===== src/include/mmtimer_consts.vh =====
// constants for the multi-mode timer channel
`ifndef MMTIMER_CONSTS_VH
`define MMTIMER_CONSTS_VH

// register offsets (word index on the plain port)
`define REG_CTRL        4'h0
`define REG_COUNT       4'h1
`define REG_RELOAD      4'h2
`define REG_STATUS      4'h3
`define REG_MASK        4'h4

// control register fields
`define CTRL_START_BIT  0
`define CTRL_MODE_LO    1
`define CTRL_MODE_HI    2
`define CTRL_UP_BIT     3
`define CTRL_FREE_BIT   4
`define CTRL_TRIG_BIT   5

// operation modes
`define MODE_TIMER      2'h0
`define MODE_EVENT      2'h1
`define MODE_ONESHOT    2'h2
`define MODE_PWM        2'h3

// status bits
`define ST_IRQ_BIT      0
`define ST_RELOAD_BIT   1

// reset values and count constants
`define CNT_RESET       16'h0000
`define CNT_ONES        16'hFFFF
`define CNT_ZERO        16'h0000
`define CTRL_RESET      6'h00
`define ST_RESET        2'h0
`define ONE16           16'h0001

`endif


===== src/hw/edge_sync.v =====
// two flip-flop synchroniser with rising edge pulse for the event and trigger pins
module edge_sync (
    input  wire core_clk_i,
    input  wire reset_n_i,
    input  wire async_i,
    output wire rise_o
);
    reg meta_ff;
    reg sync_ff;
    reg last_ff;

    // first stage read only by the second stage
    always @(posedge core_clk_i or negedge reset_n_i) begin
        if (!reset_n_i) begin
            meta_ff <= 1'b0;
            sync_ff <= 1'b0;
            last_ff <= 1'b0;
        end else begin
            meta_ff <= async_i;
            sync_ff <= meta_ff;
            last_ff <= sync_ff;
        end
    end

    assign rise_o = sync_ff & ~last_ff;
endmodule // edge_sync


===== src/hw/mmtimer.v =====
// multi-mode 16-bit timer channel with register port and interrupt
`include "mmtimer_consts.vh"
module mmtimer #(
    parameter CNT_W = 16
) (
    input  wire             core_clk_i,
    input  wire             reset_n_i,
    input  wire [3:0]       addr_i,
    input  wire [15:0]      wdata_i,
    input  wire             wr_i,
    input  wire             rd_i,
    output reg  [15:0]      rdata_o,
    input  wire             event_in_i,
    input  wire             trigger_in_i,
    output wire             channel_output_pin_o,
    output wire             irq_o
);
    // *****************************************************
    // state
    // *****************************************************
    reg [5:0]       ctrl_ff;
    reg [CNT_W-1:0] count_ff;
    reg [CNT_W-1:0] reload_ff;
    reg [1:0]       status_ff;
    reg [1:0]       mask_ff;
    reg             out_ff;
    reg             reload_evt_ff;  // reload happened in the previous cycle
    reg             underflow_ff;   // direction of that reload
    reg             pwm_phase_ff;   // 1 while pwm high phase counts
    reg             os_run_ff;      // one-shot count active
    reg             first_mode_ff;  // no mode picked since reset

    wire            ev_rise;
    wire            trig_rise;
    wire            start;
    wire [1:0]      mode;
    wire            up;
    wire            ctrl_wr;
    wire [1:0]      nxt_mode;
    wire            nxt_start;

    edge_sync u_ev (
        .core_clk_i (core_clk_i),
        .reset_n_i  (reset_n_i),
        .async_i    (event_in_i),
        .rise_o     (ev_rise)
    );
    edge_sync u_tr (
        .core_clk_i (core_clk_i),
        .reset_n_i  (reset_n_i),
        .async_i    (trigger_in_i),
        .rise_o     (trig_rise)
    );

    assign start     = ctrl_ff[`CTRL_START_BIT];
    assign mode      = ctrl_ff[`CTRL_MODE_HI:`CTRL_MODE_LO];
    assign up        = ctrl_ff[`CTRL_UP_BIT];
    assign ctrl_wr   = wr_i && (addr_i == `REG_CTRL);
    assign nxt_mode  = wdata_i[`CTRL_MODE_HI:`CTRL_MODE_LO];
    assign nxt_start = wdata_i[`CTRL_START_BIT];

    // *****************************************************
    // count tick and terminal detection
    // *****************************************************
    wire tick = (mode == `MODE_EVENT) ? ev_rise : 1'b1;
    wire cnt_up = (mode == `MODE_EVENT) && up;
    wire at_zero = (count_ff == `CNT_ZERO);
    wire at_ones = (count_ff == `CNT_ONES);
    wire term = cnt_up ? at_ones : at_zero;
    wire free = ctrl_ff[`CTRL_FREE_BIT];
    wire counting = start && ((mode == `MODE_ONESHOT) ? os_run_ff : 1'b1);
    wire expire = counting && tick && term;

    // abort events: start flag cleared while running
    wire stop_wr  = ctrl_wr && start && !nxt_start;
    wire os_abort = stop_wr && (mode == `MODE_ONESHOT) && os_run_ff;
    wire pwm_stop = stop_wr && (mode == `MODE_PWM);
    // entry into one-shot or pwm from timer/event, or first after reset
    wire into_irq_mode = ctrl_wr && nxt_mode[1] &&
                         (first_mode_ff || !mode[1]);

    // hardware request events, any one sets the sticky bit
    wire irq_evt = os_abort ||
                   (pwm_stop && out_ff) ||
                   into_irq_mode ||
                   (expire && (mode != `MODE_PWM || pwm_phase_ff));

    // *****************************************************
    // control register and mode tracking
    // *****************************************************
    always @(posedge core_clk_i or negedge reset_n_i) begin
        if (!reset_n_i) begin
            ctrl_ff       <= `CTRL_RESET;
            first_mode_ff <= 1'b1;
        end else if (ctrl_wr) begin
            ctrl_ff       <= wdata_i[5:0];
            first_mode_ff <= 1'b0;
        end
    end

    // *****************************************************
    // counter, reload and output
    // *****************************************************
    // software is expected to rewrite count before free-run restart
    always @(posedge core_clk_i or negedge reset_n_i) begin
        if (!reset_n_i) begin
            count_ff      <= `CNT_RESET;
            reload_ff     <= `CNT_RESET;
            out_ff        <= 1'b0;
            reload_evt_ff <= 1'b0;
            underflow_ff  <= 1'b0;
            pwm_phase_ff  <= 1'b0;
            os_run_ff     <= 1'b0;
        end else begin
            reload_evt_ff <= 1'b0;
            if (wr_i && addr_i == `REG_RELOAD) begin
                reload_ff <= wdata_i;
            end
            if (os_abort) begin
                count_ff  <= reload_ff;
                os_run_ff <= 1'b0;
                out_ff    <= 1'b0;
            end else if (pwm_stop) begin
                out_ff       <= 1'b0;
                pwm_phase_ff <= 1'b0;
            end else if (wr_i && addr_i == `REG_COUNT) begin
                count_ff  <= wdata_i;
                reload_ff <= wdata_i;
            end else if (mode == `MODE_ONESHOT && start && !os_run_ff &&
                         trig_rise) begin
                os_run_ff <= 1'b1;
                out_ff    <= 1'b1;
                count_ff  <= reload_ff;
            end else if (mode == `MODE_PWM && start && !pwm_phase_ff &&
                         at_zero) begin
                pwm_phase_ff <= 1'b1;
                out_ff       <= 1'b1;
                count_ff     <= reload_ff;
            end else if (expire) begin
                reload_evt_ff <= 1'b1;
                underflow_ff  <= !cnt_up;
                count_ff      <= (mode == `MODE_EVENT && free) ?
                                 (cnt_up ? `CNT_ZERO : `CNT_ONES) :
                                 reload_ff;
                if (mode == `MODE_ONESHOT) begin
                    os_run_ff <= 1'b0;
                    out_ff    <= 1'b0;
                end else if (mode == `MODE_PWM) begin
                    pwm_phase_ff <= 1'b0;
                    out_ff       <= 1'b0;
                    count_ff     <= `CNT_ONES - reload_ff;
                end
            end else if (counting && tick) begin
                count_ff <= cnt_up ? count_ff + `ONE16 :
                                     count_ff - `ONE16;
            end
        end
    end

    // *****************************************************
    // interrupt status and mask
    // *****************************************************
    // sticky until cleared
    always @(posedge core_clk_i or negedge reset_n_i) begin
        if (!reset_n_i) begin
            status_ff <= `ST_RESET;
            mask_ff   <= `ST_RESET;
        end else begin
            if (wr_i && addr_i == `REG_MASK) begin
                mask_ff <= wdata_i[1:0];
            end
            // irq_evt sets the request bit, expire sets the reload bit; set wins over clear
            status_ff[`ST_IRQ_BIT] <= irq_evt ||
                (status_ff[`ST_IRQ_BIT] &&
                 !(wr_i && addr_i == `REG_STATUS &&
                   wdata_i[`ST_IRQ_BIT]));
            status_ff[`ST_RELOAD_BIT] <= expire ||
                (status_ff[`ST_RELOAD_BIT] &&
                 !(wr_i && addr_i == `REG_STATUS &&
                   wdata_i[`ST_RELOAD_BIT]));
        end
    end

    // *****************************************************
    // read port, data valid one cycle after strobe
    // *****************************************************
    always @(posedge core_clk_i or negedge reset_n_i) begin
        if (!reset_n_i) begin
            rdata_o <= `CNT_ZERO;
        end else if (rd_i) begin
            case (addr_i)
                `REG_CTRL:   rdata_o <= {10'h000, ctrl_ff};
                `REG_COUNT:  rdata_o <= (reload_evt_ff &&
                                         mode == `MODE_EVENT) ?
                                        (underflow_ff ? `CNT_ONES :
                                                        `CNT_ZERO) :
                                        count_ff;
                `REG_RELOAD: rdata_o <= reload_ff;
                `REG_STATUS: rdata_o <= {14'h0000, status_ff};
                `REG_MASK:   rdata_o <= {14'h0000, mask_ff};
                default:     rdata_o <= `CNT_ZERO;
            endcase
        end else begin
            rdata_o <= `CNT_ZERO;
        end
    end

    assign channel_output_pin_o = out_ff;
    assign irq_o = |(status_ff & mask_ff);
endmodule // mmtimer


===== config.mk =====
export PLATFORM = sky130hd
export DESIGN_NAME = mmtimer
export DESIGN_NICKNAME = d
export VERILOG_FILES = /design/src/hw/edge_sync.v /design/src/hw/mmtimer.v
export VERILOG_INCLUDE_DIRS = /design/src /design/src/include
export SDC_FILE = /design/constraint.sdc
export NUM_CORES = 1
export LEC_CHECK = 0
export BUFFER_PORTS_ARGS = -buffer_cell sky130_fd_sc_hd__buf_2
export CORE_MARGIN = 10
export CORE_UTILIZATION = 40
export DETAILED_ROUTE_END_ITERATION = 8
export PLACE_DENSITY = 0.69
export SLEW_MARGIN = 20
export SYNTH_ARGS = -nofsm -noshare
export SYNTH_HDL_FRONTEND = slang
export SYNTH_HIERARCHICAL = 1
export SYNTH_SLANG_ARGS = --single-unit

===== constraint.sdc =====
create_clock -name core_clk_i -period 3.8 [get_ports core_clk_i]
set_input_delay 0.38 -clock core_clk_i [delete_from_list [all_inputs] [get_ports core_clk_i]]
set_output_delay 0.38 -clock core_clk_i [all_outputs]
set_load 0.02 [all_outputs]

---- After elaboration in Yosys (flattened, before gate mapping) ----
Cells that the tools add are included.
word-level totals
  word-level logic and storage cells ...... 156
  register bits ........................... 70
operators by class
  equality and inequality tests ........... 16
  bitwise gates (word level) .............. 10
  add/sub/neg operators ................... 3
  reduce and logical (&&, ||, !) cells .... 59
  multiplexer cells ....................... 50
operators with widths
  operator                number
  $mux 16                 19
  $pmux 16 s5             1
  $logic_and 1x1->1       30
  $mux 1                  30
  $add 16x1->16 const B   1
  $eq 16x16->1 const B    1
  $logic_not 16->1        1
  $sub 16x1->16 const B   1
  $sub 16x16->16 const A  1
  $reduce_and 6->1        2
  $reduce_bool 3->1       4
  $reduce_bool 6->1       2
  $ne 2x2->1 const B      5
  $eq 4x2->1 const B      2
  $logic_not 1->1         7
  $logic_or 1x1->1        7
  $not 1->1               7
  $ne 3x3->1 const B      2
  $reduce_and 5->1        1
  $reduce_bool 5->1       1
  $eq 2x2->1 const B      2
  $eq 4x1->1 const B      1
  $eq 4x3->1 const B      1
  $logic_not 4->1         1
  7 further kinds         8

---- Depth between registers and ports, before layout ----
Gate-level depths: netlist (run 1).
  word-level depth ........................ 12
  gate-level depth with buffers ........... 12
  depth with buffers taken out ............ 11

---- Cells and area by module ----
The synthesis (run 1) kept the hierarchy.
modules (own cells, without submodules)
  module     times used  cells each  area an instance (µm²)
  mmtimer    1           497         4350.4
  edge_sync  2           4           88.8

---- Worst setup path before layout (run 1) ----
No wires, ideal clock.
  path kind ............................... register to register
  start ................................... register ctrl_ff[2]
  end ..................................... register count_ff[15]
  arrival time ............................ 2832 ps
  setup slack ............................. 827 ps
  setup time .............................. 141 ps
  period minus slack after synthesis ...... 2973 ps
  stages on the path, launching flop included .. 11
  data required time ...................... 3659 ps
  path through ............................ dfrtp_1 nand3b_2 ha_1 a211oi_1 o21ai_0 o211a_1 o41ai_1 a31oi_1 xnor2_1 a41oi_1 a2bb2oi_1
on the way
  word-level cells in the longest chain between the ends .. 12
RTL lines
  element                      line           text
  from (decl)                  mmtimer.v:21   reg [5:0] ctrl_ff;
  from (signal assigned)       mmtimer.v:93   ctrl_ff <= `CTRL_RESET;
  from (signal assigned)       mmtimer.v:96   ctrl_ff <= wdata_i[5:0];
  $eq 2x1->1 (no source line)  n/a
  $logic_and 1x1->1            mmtimer.v:66   wire cnt_up = (mode == `MODE_EVENT) && up;
  $mux 16 (no source line)     n/a
  $mux 16                      mmtimer.v:142  count_ff <= (mode == `MODE_EVENT && free) ?
  $mux 16                      mmtimer.v:148  end else if (mode == `MODE_PWM) begin
  $mux 16                      mmtimer.v:145  if (mode == `MODE_ONESHOT) begin
  $mux 16                      mmtimer.v:139  end else if (expire) begin
  $mux 16                      mmtimer.v:134  end else if (mode == `MODE_PWM && start && !pwm_phase_ff &&
  $mux 16                      mmtimer.v:129  end else if (mode == `MODE_ONESHOT && start && !os_run_ff &&
  $mux 16                      mmtimer.v:126  end else if (wr_i && addr_i == `REG_COUNT) begin
  $mux 16                      mmtimer.v:123  end else if (pwm_stop) begin
  $mux 16                      mmtimer.v:119  if (os_abort) begin
  to (signal assigned)         mmtimer.v:120  count_ff <= reload_ff;
  to (signal assigned)         mmtimer.v:127  count_ff <= wdata_i;
  to (signal assigned)         mmtimer.v:133  count_ff <= reload_ff;
  to (decl)                    mmtimer.v:22   reg [CNT_W-1:0] count_ff;
Several ways; a longest one is shown, not always the timed one. The select of a mux whose other input is x is not followed.
A chain may end at the register's enable or synchronous reset.

---- Worst setup path in the final report (run 1) ----
  start ................................... register ctrl_ff[2]
  end ..................................... register count_ff[11]
Same word-level chain as after synthesis.

==> results of run 1 <==
metal layers:
metal / vias up / track usage, %
met2: 206 / 27.22
met1: 2053 / 23.12
li1: 1972 / -
met5: - / 0
met3: 48 / 3.957
met4: 0 / 10.38
flip-flops by register name, indices dropped and copies added (netlist names):
signal	flops
count_ff	16
rdata_o	16
reload_ff	16
ctrl_ff	6
mask_ff	2
status_ff	2
channel_output_pin_o	1
first_mode_ff	1
os_run_ff	1
pwm_phase_ff	1
reload_evt_ff	1
u_ev/last_ff	1
u_ev/meta_ff	1
u_ev/sync_ff	1
u_tr/last_ff	1
u_tr/meta_ff	1
u_tr/sync_ff	1
underflow_ff	1
Yosys cell counts (9+ instances only):
cell | instances | share of area (%)
nand2_1 | 65 | 5.4
mux2_2 | 29 | 7.2
a21oi_1 | 40 | 4.4
a211oi_1 | 9 | 1.5
nor3_1 | 15 | 1.7
ha_1 | 16 | 4.4
o21ai_0 | 52 | 5.7
nand3_1 | 13 | 1.4
nor2_1 | 31 | 2.6
dfrtp_1 | 69 | 38
clkbuf_1 | 17 | 1.4
logic make-up after synthesis:
kind of cell / after synthesis / share of synthesized area [%]
AND/OR/NAND/NOR: 170 / 18.85
buffers and inverters: 33 / 3.095
multiplexers: 29 / 7.212
adder cells (fa/ha/maj): 17 / 4.863
XOR/XNOR: 10 / 1.934
flip-flops: 70 / 38.71
AO/OA/AOI/OAI: 176 / 25.34
worst min path at each step:
stage / startpoint / endpoint / slack, ns
after floorplan: reset_n_i / channel_output_pin_o / 0.08
after global placement: u_ev/meta_ff / u_ev/sync_ff / 0.33
after detailed placement: u_tr/meta_ff / u_tr/sync_ff / 0.34
after CTS: event_in_i / u_ev/meta_ff / 0.14
after global routing: event_in_i / u_ev/meta_ff / 0.14
final: event_in_i / u_ev/meta_ff / 0.14
layout by cell type, fill, tap and decap left out, types with 7 or more instances in the layout:
| cell type | n |
|---|---|
| nor2_1 | 31 |
| nand3_1 | 13 |
| a21oi_1 | 40 |
| o21ai_0 | 51 |
| buf_2 | 42 |
| ha_1 | 16 |
| nor3_1 | 15 |
| xnor2_1 | 7 |
| o31ai_1 | 8 |
| nand2_1 | 65 |
| clkbuf_16 | 9 |
| mux2_2 | 29 |
| buf_4 | 12 |
| a221oi_1 | 8 |
| o211ai_1 | 7 |
| a211oi_1 | 9 |
| inv_1 | 8 |
| dfrtp_1 | 69 |
power by group:
group / switching (mW) / leakage [nW] / total (mW) / internal (mW)
Clock: 0.339 / 0.162 / 0.949 / 0.610
Sequential: 0.283 / 0.867 / 1.19 / 0.903
Combinational: 0.858 / 1.20 / 1.56 / 0.704
layout make-up:
type,instances,area share (%)
clock buffer,11,4.831
clock inverter,5,1.555
inverter,8,0.5740
multi-input combinational,402,50.44
sequential,70,33.51
tap,140,3.348
timing repair buffer,54,5.740
worst reg2reg max path, stage by stage (launching register included):
cell	delay [ns]
dfrtp_1	0.48
nand3b_2	0.29
buf_4	0.24
ha_1	0.34
o21ai_0	0.11
o21ai_0	0.39
o2111a_1	0.30
o211ai_1	0.15
and3b_1	0.21
o311ai_0	0.38
a221oi_1	0.14
a21oi_1	0.17
==> run summary, run 1 <==
status: finished clean
worst-skew pair later-pin latency: 0.35 ns
Setup crit end: count_ff[11]
nets: 588
MaxCap Viol Count: 0
final worst path period share: 86.07%
fmax: 305.7 MHz
number of remaining DRC errors: 0
vias per cell: 6.201
Top FF cell, synth: dfrtp_1
Critical Path AT: 3.55 ns
RR Endpoint: count_ff[11]
Synth async-reset ratio: 100.0%
actual slew at the worst max-slew pin: 1.046 ns
#FFs+latches synth: 70
Final Wtd Congestion: 0.9734
hold_ws: 0.1389 ns
Net Count, Synth: 548
r2r worst-path depth: 11
final setup fails: 0
Yosys Warn Count: 6
ratio of cells with drive above 1 in the final layout: 21.27%
post-route ant nets: 0
stages on the worst setup path: 11
Hold WC Path Type: input pin to register
Final Max Slew Viols: 0
clk buf depth: 2
Critical Path RT: 4.07 ns
Power Density: 706.8 nW/um2
Post CTS Setup Buffer Count: 0
CORE AREA: 10,980 um2
placed insts: 674
IO Port Bufs: 43
critical path's top delay family: compound AO/OA/AOI/OAI gates
Sum Neg Setup Slack: 0 ns
total power: 3.697 mW
VDD IR max: 0.2540 mV
TritonCTS clock tree: built
Filler Cells Inserted: 1,064
GRT Residual Overflow: 0
FF+latch area: 1753 um2
Critical R2R Launch: ctrl_ff[2]
Design Area, Final: 5231 um2
CTS buffer count: 9
type of element capturing the critical path: register
Finished Layout Cells: 690
# hold bufs at CTS: 0
CP max FO: 19
Clock Sinks: 70
Area after DPL: 4893 um2
chip height: 126.4 um
DR vias: 4,279
RSZ-0062 raised after global routing: false
htree depth: 3
Mean Syn Cell Area: 8.967 um2
post-DR wirelength/cell: 20.84 um
initial DRC count: 480
area delta synth->final: 15.53%
total track usage: 17.99%
hpwl dp: 10,140 um
Seq/Total Area, Yosys: 38.71%
Setup Crit Path Kind: register to register
Routed Wire Length: 14,380 um
Tmin final: 3.271 ns
Crit path top cell by count: o21ai_0
antenna cell count: 0
met1 WL: 6048 um
Post-synth EDFFs: 0
initial antenna violation count: 0
Fin. Hold Viols: 0
hold path depth: 1
CP max-delay cell: dfrtp_1
Starting Density: 41.23%
die width: 126.4 um
Netlist cell types: 72
Gate Count Post-Synth: 505
drt pass-1 iters: 5
vias in the first global route: 4,319
area occupied by multi-input gates: 2639 um2
CP startpoint: ctrl_ff[2]
CP cell instances: nand3b_2 -> buf_4 -> ha_1 -> o21ai_0 -> o21ai_0 -> o2111a_1 -> o211ai_1 -> and3b_1 -> o311ai_0 -> a221oi_1 -> a21oi_1
DR WL met3: 1187 um
Layout Utilization: 47.63%
Critical path buffers and inverters: 1
Lkg Pwr: 2.227 nW
uppermost layer routed: met4
worst setup margin: 0.5292 ns
crit-path max cell delay: 0.48 ns
FF-to-FF setup slack: 0.53 ns
clock skew: 0.007496 ns
die area: 15,980 um2
io pins: 44
Root Buffer: clkbuf_16
PostCTS Resize Cnt: 0
row count: 38
pre-CTS setup slack: 0.6088 ns
first-pass GRT wire length: 23,230 um
DR WL met2: 6501 um
clk slew on worst S/H paths: 0.06 ns
largest net degree at the start of global routing: 71
Critical Path Start Type: register
Rel. slew slack: 29.81%
cell area after synthesis: 4528 um2
No activity file was read; power rests on OpenSTA's default activity.
==> run 2: changes to the inputs <==
clock period = 3.3 ns   (was 3.8 ns; I/O delays follow)
==> run summary, run 2 (synthesis results as in run 1) <==
status: finished clean (unchanged)
type of element capturing the critical path: register (unchanged)
htree depth: 3 (unchanged)
ratio of cells with drive above 1 in the final layout: 21.16% (was 21.27%)
actual slew at the worst max-slew pin: 0.9371 ns (was 1.046 ns)
VDD IR max: 0.2940 mV (was 0.2540 mV)
Seq pwr share: 32.8% (was 32.1%)
number of remaining DRC errors: 0 (unchanged)
TritonCTS clock tree: built (unchanged)
clk slew on worst S/H paths: 0.06 ns (about the same)
Critical Path Start Type: register (unchanged)
CP max FO: 15 (was 19)
row count: 38 (unchanged)
initial antenna violation count: 0 (unchanged)
post-DR wirelength/cell: 20.46 um (was 20.84 um)
nets: 592 (was 588)
Critical Path AT: 3.45 ns (was 3.55 ns)
FF+latch area: 1753 um2 (unchanged)
# hold bufs at CTS: 0 (unchanged)
antenna cell count: 0 (unchanged)
met2 usage: 27.19% (was 27.22%)
Root Buffer: clkbuf_16 (unchanged)
chip height: 126.4 um (unchanged)
Routed Wire Length: 14,180 um (was 14,380 um)
initial DRC count: 456 (was 480)
Setup Crit Path Kind: register to register (unchanged)
area occupied by multi-input gates: 2643 um2 (was 2639 um2)
Rel. slew slack: 37.35% (was 29.81%)
vias per cell: 6.208 (was 6.201)
hold_ws: 0.1013 ns (was 0.1389 ns)
Area after DPL: 4923 um2 (was 4893 um2)
Filler Cells Inserted: 1,028 (was 1,064)
clock network power share: 23.2% (was 25.7%)
Power Density: 789.4 nW/um2 (was 706.8 nW/um2)
largest net degree at the start of global routing: 71 (unchanged)
drt pass-1 iters: 5 (unchanged)
Critical Path RT: 3.56 ns (was 4.07 ns)
CORE AREA: 10,980 um2 (unchanged)
Top Registers: count_ff (16), rdata_o (16), reload_ff (16) (unchanged)
clock skew: 0.005051 ns (was 0.007496 ns)
Clock Sinks: 70 (unchanged)
GR peak layer: met2 (unchanged)
final setup fails: 0 (unchanged)
met1 usage: 22.63% (was 23.12%)
die area: 15,980 um2 (unchanged)
Final Wtd Congestion: 0.9916 (was 0.9734)
total track usage: 17.59% (was 17.99%)
Comb pwr share: 44.0% (was 42.2%)
die width: 126.4 um (unchanged)
Final Max Slew Viols: 0 (unchanged)
DR vias: 4,302 (was 4,279)
clk buf depth: 2 (unchanged)
Sum Neg Setup Slack: 0 ns (unchanged)
first-pass GRT wire length: 22,860 um (was 23,230 um)
M3 GR Usage: 3.790% (was 3.957%)
switching fraction of total power: 40.06% (was 40.03%)
fmax: 313.4 MHz (was 305.7 MHz)
CTS buffer count: 9 (unchanged)
io pins: 44 (unchanged)
worst-skew pair later-pin latency: 0.34 ns (was 0.35 ns)
RSZ-0062 raised after global routing: false (unchanged)
Lkg Pwr: 2.222 nW (was 2.227 nW)
GRT Residual Overflow: 0 (unchanged)
Hold WC Path Type: input pin to register (unchanged)
Fin. Hold Viols: 0 (unchanged)
post-route ant nets: 0 (unchanged)
FF-to-FF setup slack: 0.11 ns (was 0.53 ns)
MaxCap Viol Count: 0 (unchanged)
commonest non-fill, non-tap cell in the layout: dfrtp_1 (unchanged)
area delta synth->final: 15.17% (was 15.53%)
Tmin final: 3.190 ns (was 3.271 ns)
Design Area, Final: 5215 um2 (was 5231 um2)
hpwl dp: 10,260 um (was 10,140 um)
IO Port Bufs: 43 (unchanged)
final worst path period share: 96.68% (was 86.07%)
switching power: 1.649 mW (was 1.480 mW)
P_int: 2.468 mW (was 2.217 mW)
most frequent cells in the layout: dfrtp_1, nand2_1, o21ai_0 (unchanged)
vias in the first global route: 4,274 (was 4,319)
Starting Density: 41.23% (unchanged)
run 2: cell types whose count changed in the layout (fill, tap and decap cells not counted), sizes merged:
cell      change
buf           +4
clkbuf        +3
clkinv        -2
bufinv        -1
clkinvlp      -1
run 2: final cells by class:
type / count / area share [%]
multi-input combinational: 402 / 50.67
tap: 140 / 3.359
sequential: 70 / 33.61
clock buffer: 14 / 4.870
timing repair buffer: 58 / 6.334
inverter: 8 / 0.5758
clock inverter: 1 / 0.5758
run 2: power groups by stage:
stage / registers [mW] / clock network, mW / logic (mW)
floorplan: 1.22 / 0 / 1.42
detailed placement: 1.35 / 0 / 1.76
global route: 1.37 / 0.995 / 2.04
CTS: 1.33 / 0.967 / 1.77
finish: 1.35 / 0.954 / 1.81
global placement: 1.34 / 0 / 1.71
run 2: critical path, stage by stage, from the launching register on:
cell and delay [ns]:
dfrtp_1 0.37, nand3b_2 0.33, buf_4 0.27, ha_1 0.24, or3_1 0.43, o2111a_1 0.28
o211ai_1 0.30, a21boi_0 0.17, o311ai_0 0.41, a221oi_1 0.16, a21oi_1 0.18
run 2: repair_timing:
item / CTS / global route
gates resized for setup: 0 / 2
buffers inserted: 0 / 0
setup endpoints to repair: 0 / 3
run 2: metrics by stage:
| step | utilization (%) | std cells | power (mW) | worst slack, ns |
|---|---|---|---|---|
| finish | 47.48 | 693 | 4.117 | 0.1096 |
| detailed placement | 44.83 | 678 | 3.106 | 0.1475 |
| CTS | 47.41 | 693 | 4.072 | 0.1582 |
| floorplan | - | 505 | 2.645 | 0.3273 |
| global placement | 44.83 | 678 | 3.052 | 0.3176 |
| global route | 47.48 | 693 | 4.410 | 0.02119 |
run 2: metal layers:
layer | part of all wire, % | up-vias
met5 | 0 | -
met2 | 46 | 208
met4 | 2.2 | 0
met3 | 8.0 | 30
met1 | 44 | 2073
li1 | - | 1991
run 2: path summary, 6_finish.rpt:
kind,start,end,cells past startpoint
min in group asynchronous,reset_n_i,channel_output_pin_o,1
max,ctrl_ff[2],count_ff[11],10
max reg2reg,ctrl_ff[2],count_ff[11],10
min,trigger_in_i,u_tr/meta_ff,1
min reg2reg,u_tr/meta_ff,u_tr/sync_ff,0
max in group asynchronous,reset_n_i,rdata_o[8],1
==> run 3: changes to the inputs <==
CORE_UTILIZATION = 30   (was 40)
CTS_CLUSTER_SIZE = 10   (was default)
PLACE_DENSITY = 0.59   (was 0.69)
clock period = 2.7 ns   (was 3.3 ns; I/O delays follow)
==> run summary, run 3 (synthesis results as in run 1) <==
die width: 142.9 um (was 126.4 um)
CP max FO: 15 (unchanged)
placed insts: 757 (was 678)
Setup Crit Path Kind: register to register (unchanged)
area delta synth->final: 25.45% (was 15.17%)
final worst path period share: 96.91% (was 96.68%)
DR WL met3: 1396 um (was 1140 um)
clock network power share: 23.4% (was 23.2%)
actual slew at the worst max-slew pin: 0.8109 ns (was 0.9371 ns)
initial antenna violation count: 0 (unchanged)
largest net degree at the start of global routing: 38 (was 71)
io pins: 44 (unchanged)
clk slew on worst S/H paths: 0.06 ns (about the same)
Seq pwr share: 29.2% (was 32.8%)
DR WL met2: 7074 um (was 6533 um)
Tmin final: 2.616 ns (was 3.190 ns)
vias per cell: 5.719 (was 6.208)
type of element capturing the critical path: register (unchanged)
htree depth: 3 (unchanged)
Critical Path RT: 2.96 ns (was 3.56 ns)
CORE AREA: 14,640 um2 (was 10,980 um2)
# hold bufs at CTS: 0 (unchanged)
Critical Path AT: 2.87 ns (was 3.45 ns)
post-route ant nets: 0 (unchanged)
Rel. slew slack: 45.94% (was 37.35%)
CP startpoint: count_ff[8] (was ctrl_ff[2])
Routed Wire Length: 15,370 um (was 14,180 um)
VDD IR max: 0.3531 mV (was 0.2940 mV)
TritonCTS clock tree: built (unchanged)
most frequent cells in the layout: dfrtp_1, nand2_1, buf_4 (was dfrtp_1, nand2_1, o21ai_0)
row count: 44 (was 38)
pre-CTS setup slack: -0.003541 ns (was 0.1475 ns)
hpwl dp: 11,470 um (was 10,260 um)
IO Port Bufs: 43 (unchanged)
antenna cell count: 0 (unchanged)
nets: 629 (was 592)
clock skew: 0.007434 ns (was 0.005051 ns)
Finished Layout Cells: 775 (was 693)
met1 WL: 6631 um (was 6193 um)
Comb pwr share: 47.4% (was 44.0%)
vias in the first global route: 4,266 (was 4,274)
fmax: 382.2 MHz (was 313.4 MHz)
RSZ-0062 raised after global routing: true (was false)
worst setup margin: 0.08352 ns (was 0.1096 ns)
switching power: 2.200 mW (was 1.649 mW)
Final Max Slew Viols: 0 (unchanged)
Final Wtd Congestion: 0.9377 (was 0.9916)
status: finished clean (unchanged)
Power Density: 977.2 nW/um2 (was 789.4 nW/um2)
clk buf depth: 2 (unchanged)
chip height: 142.9 um (was 126.4 um)
ratio of cells with drive above 1 in the final layout: 28.76% (was 21.16%)
final setup fails: 0 (unchanged)
number of remaining DRC errors: 0 (unchanged)
Clock Sinks: 70 (unchanged)
die area: 20,410 um2 (was 15,980 um2)
total track usage: 15.04% (was 17.59%)
MaxCap Viol Count: 0 (unchanged)
uppermost layer routed: met4 (unchanged)
Lkg Pwr: 2.456 nW (was 2.222 nW)
Hold WC Path Type: input pin to async pin (was input pin to register)
drt pass-1 iters: 5 (unchanged)
Starting Density: 30.92% (was 41.23%)
CTS buffer count: 9 (unchanged)
first-pass GRT wire length: 24,230 um (was 22,860 um)
Critical R2R Launch: count_ff[8] (was ctrl_ff[2])
GRT Residual Overflow: 0 (unchanged)
Fin. Hold Viols: 0 (unchanged)
initial DRC count: 557 (was 456)
switching fraction of total power: 39.63% (was 40.06%)
post-DR wirelength/cell: 19.83 um (was 20.46 um)
commonest non-fill, non-tap cell in the layout: dfrtp_1 (unchanged)
P_int: 3.351 mW (was 2.468 mW)
worst-skew pair later-pin latency: 0.34 ns (about the same)
Top Registers: count_ff (16), rdata_o (16), reload_ff (16) (unchanged)
DR vias: 4,432 (was 4,302)
Critical Path Start Type: register (unchanged)
Root Buffer: clkbuf_16 (unchanged)
run 3: path summary, 6_finish.rpt:
kind | to | slack (ns) | cells past startpoint
max in group asynchronous | ctrl_ff[1] | 1.98 | 2
worst min-delay path | rdata_o[11] | 0.01 | 1
worst max register to register | underflow_ff | 0.08 | 8
worst min register to register | u_tr/sync_ff | 0.35 | 0
worst max-delay path | underflow_ff | 0.08 | 8
min in group core_clk_i | u_tr/meta_ff | 0.04 | 1
run 3: routing by layer:
| layer | vias up | track usage [%] |
|---|---|---|
| li1 | 2062 | - |
| met1 | 2129 | 20.20 |
| met3 | 23 | 2.852 |
| met2 | 218 | 23.75 |
| met4 | 0 | 5.049 |
| met5 | - | 0 |
run 3: power groups by stage:
stage                     logic, mW  registers, mW  clock network, mW
after floorplan                1.76           1.49                  0
after detailed placement       2.46           1.60                  0
after global placement         2.42           1.60                  0
after global routing           2.91           1.64               1.36
final                          2.63           1.62               1.30
after CTS                      2.48           1.58               1.32
run 3: critical path: stages, from the launching register on:
cell and delay, ns:
dfrtp_1 0.44, nor4_1 0.39, nand4_2 0.29, nand2b_4 0.24
a21o_4 0.21, buf_4 0.20, nor3_1 0.51, nand2_1 0.15
o21ai_0 0.10
run 3: repair_timing:
action / CTS / global route
resized for setup: 0 / 16
setup buffers: 0 / 1
endpoints found under the setup margin: 1 / 11
pin swaps: 1 / 6
gates cloned: 0 / 1
run 3: metrics by stage:
| stage | util (%) | area [um2] | power (mW) | hold WS [ns] | TNS [ns] |
|---|---|---|---|---|---|
| global route | 38.79 | 5680 | 5.908 | 0.03050 | -0.01409 |
| finish | 38.79 | 5680 | 5.551 | 0.01388 | 0 |
| floorplan | - | 4549 | 3.260 | -0.02559 | 0 |
| global placement | 36.00 | 5273 | 4.018 | 0.3312 | 0 |
| CTS | 38.23 | 5598 | 5.378 | 0.02744 | 0 |
| detailed placement | 36.00 | 5273 | 4.059 | 0.3362 | -0.003541 |
run 3: cell type report:
cell class | instances | area [um2]
fill | 1442 | 8964
clock inverter | 5 | 82.58
sequential | 70 | 1755
inverter | 8 | 30.03
multi-input combinational | 403 | 2729
timing repair buffer | 94 | 610.6
tap | 184 | 230.2
clock buffer | 11 | 242.7
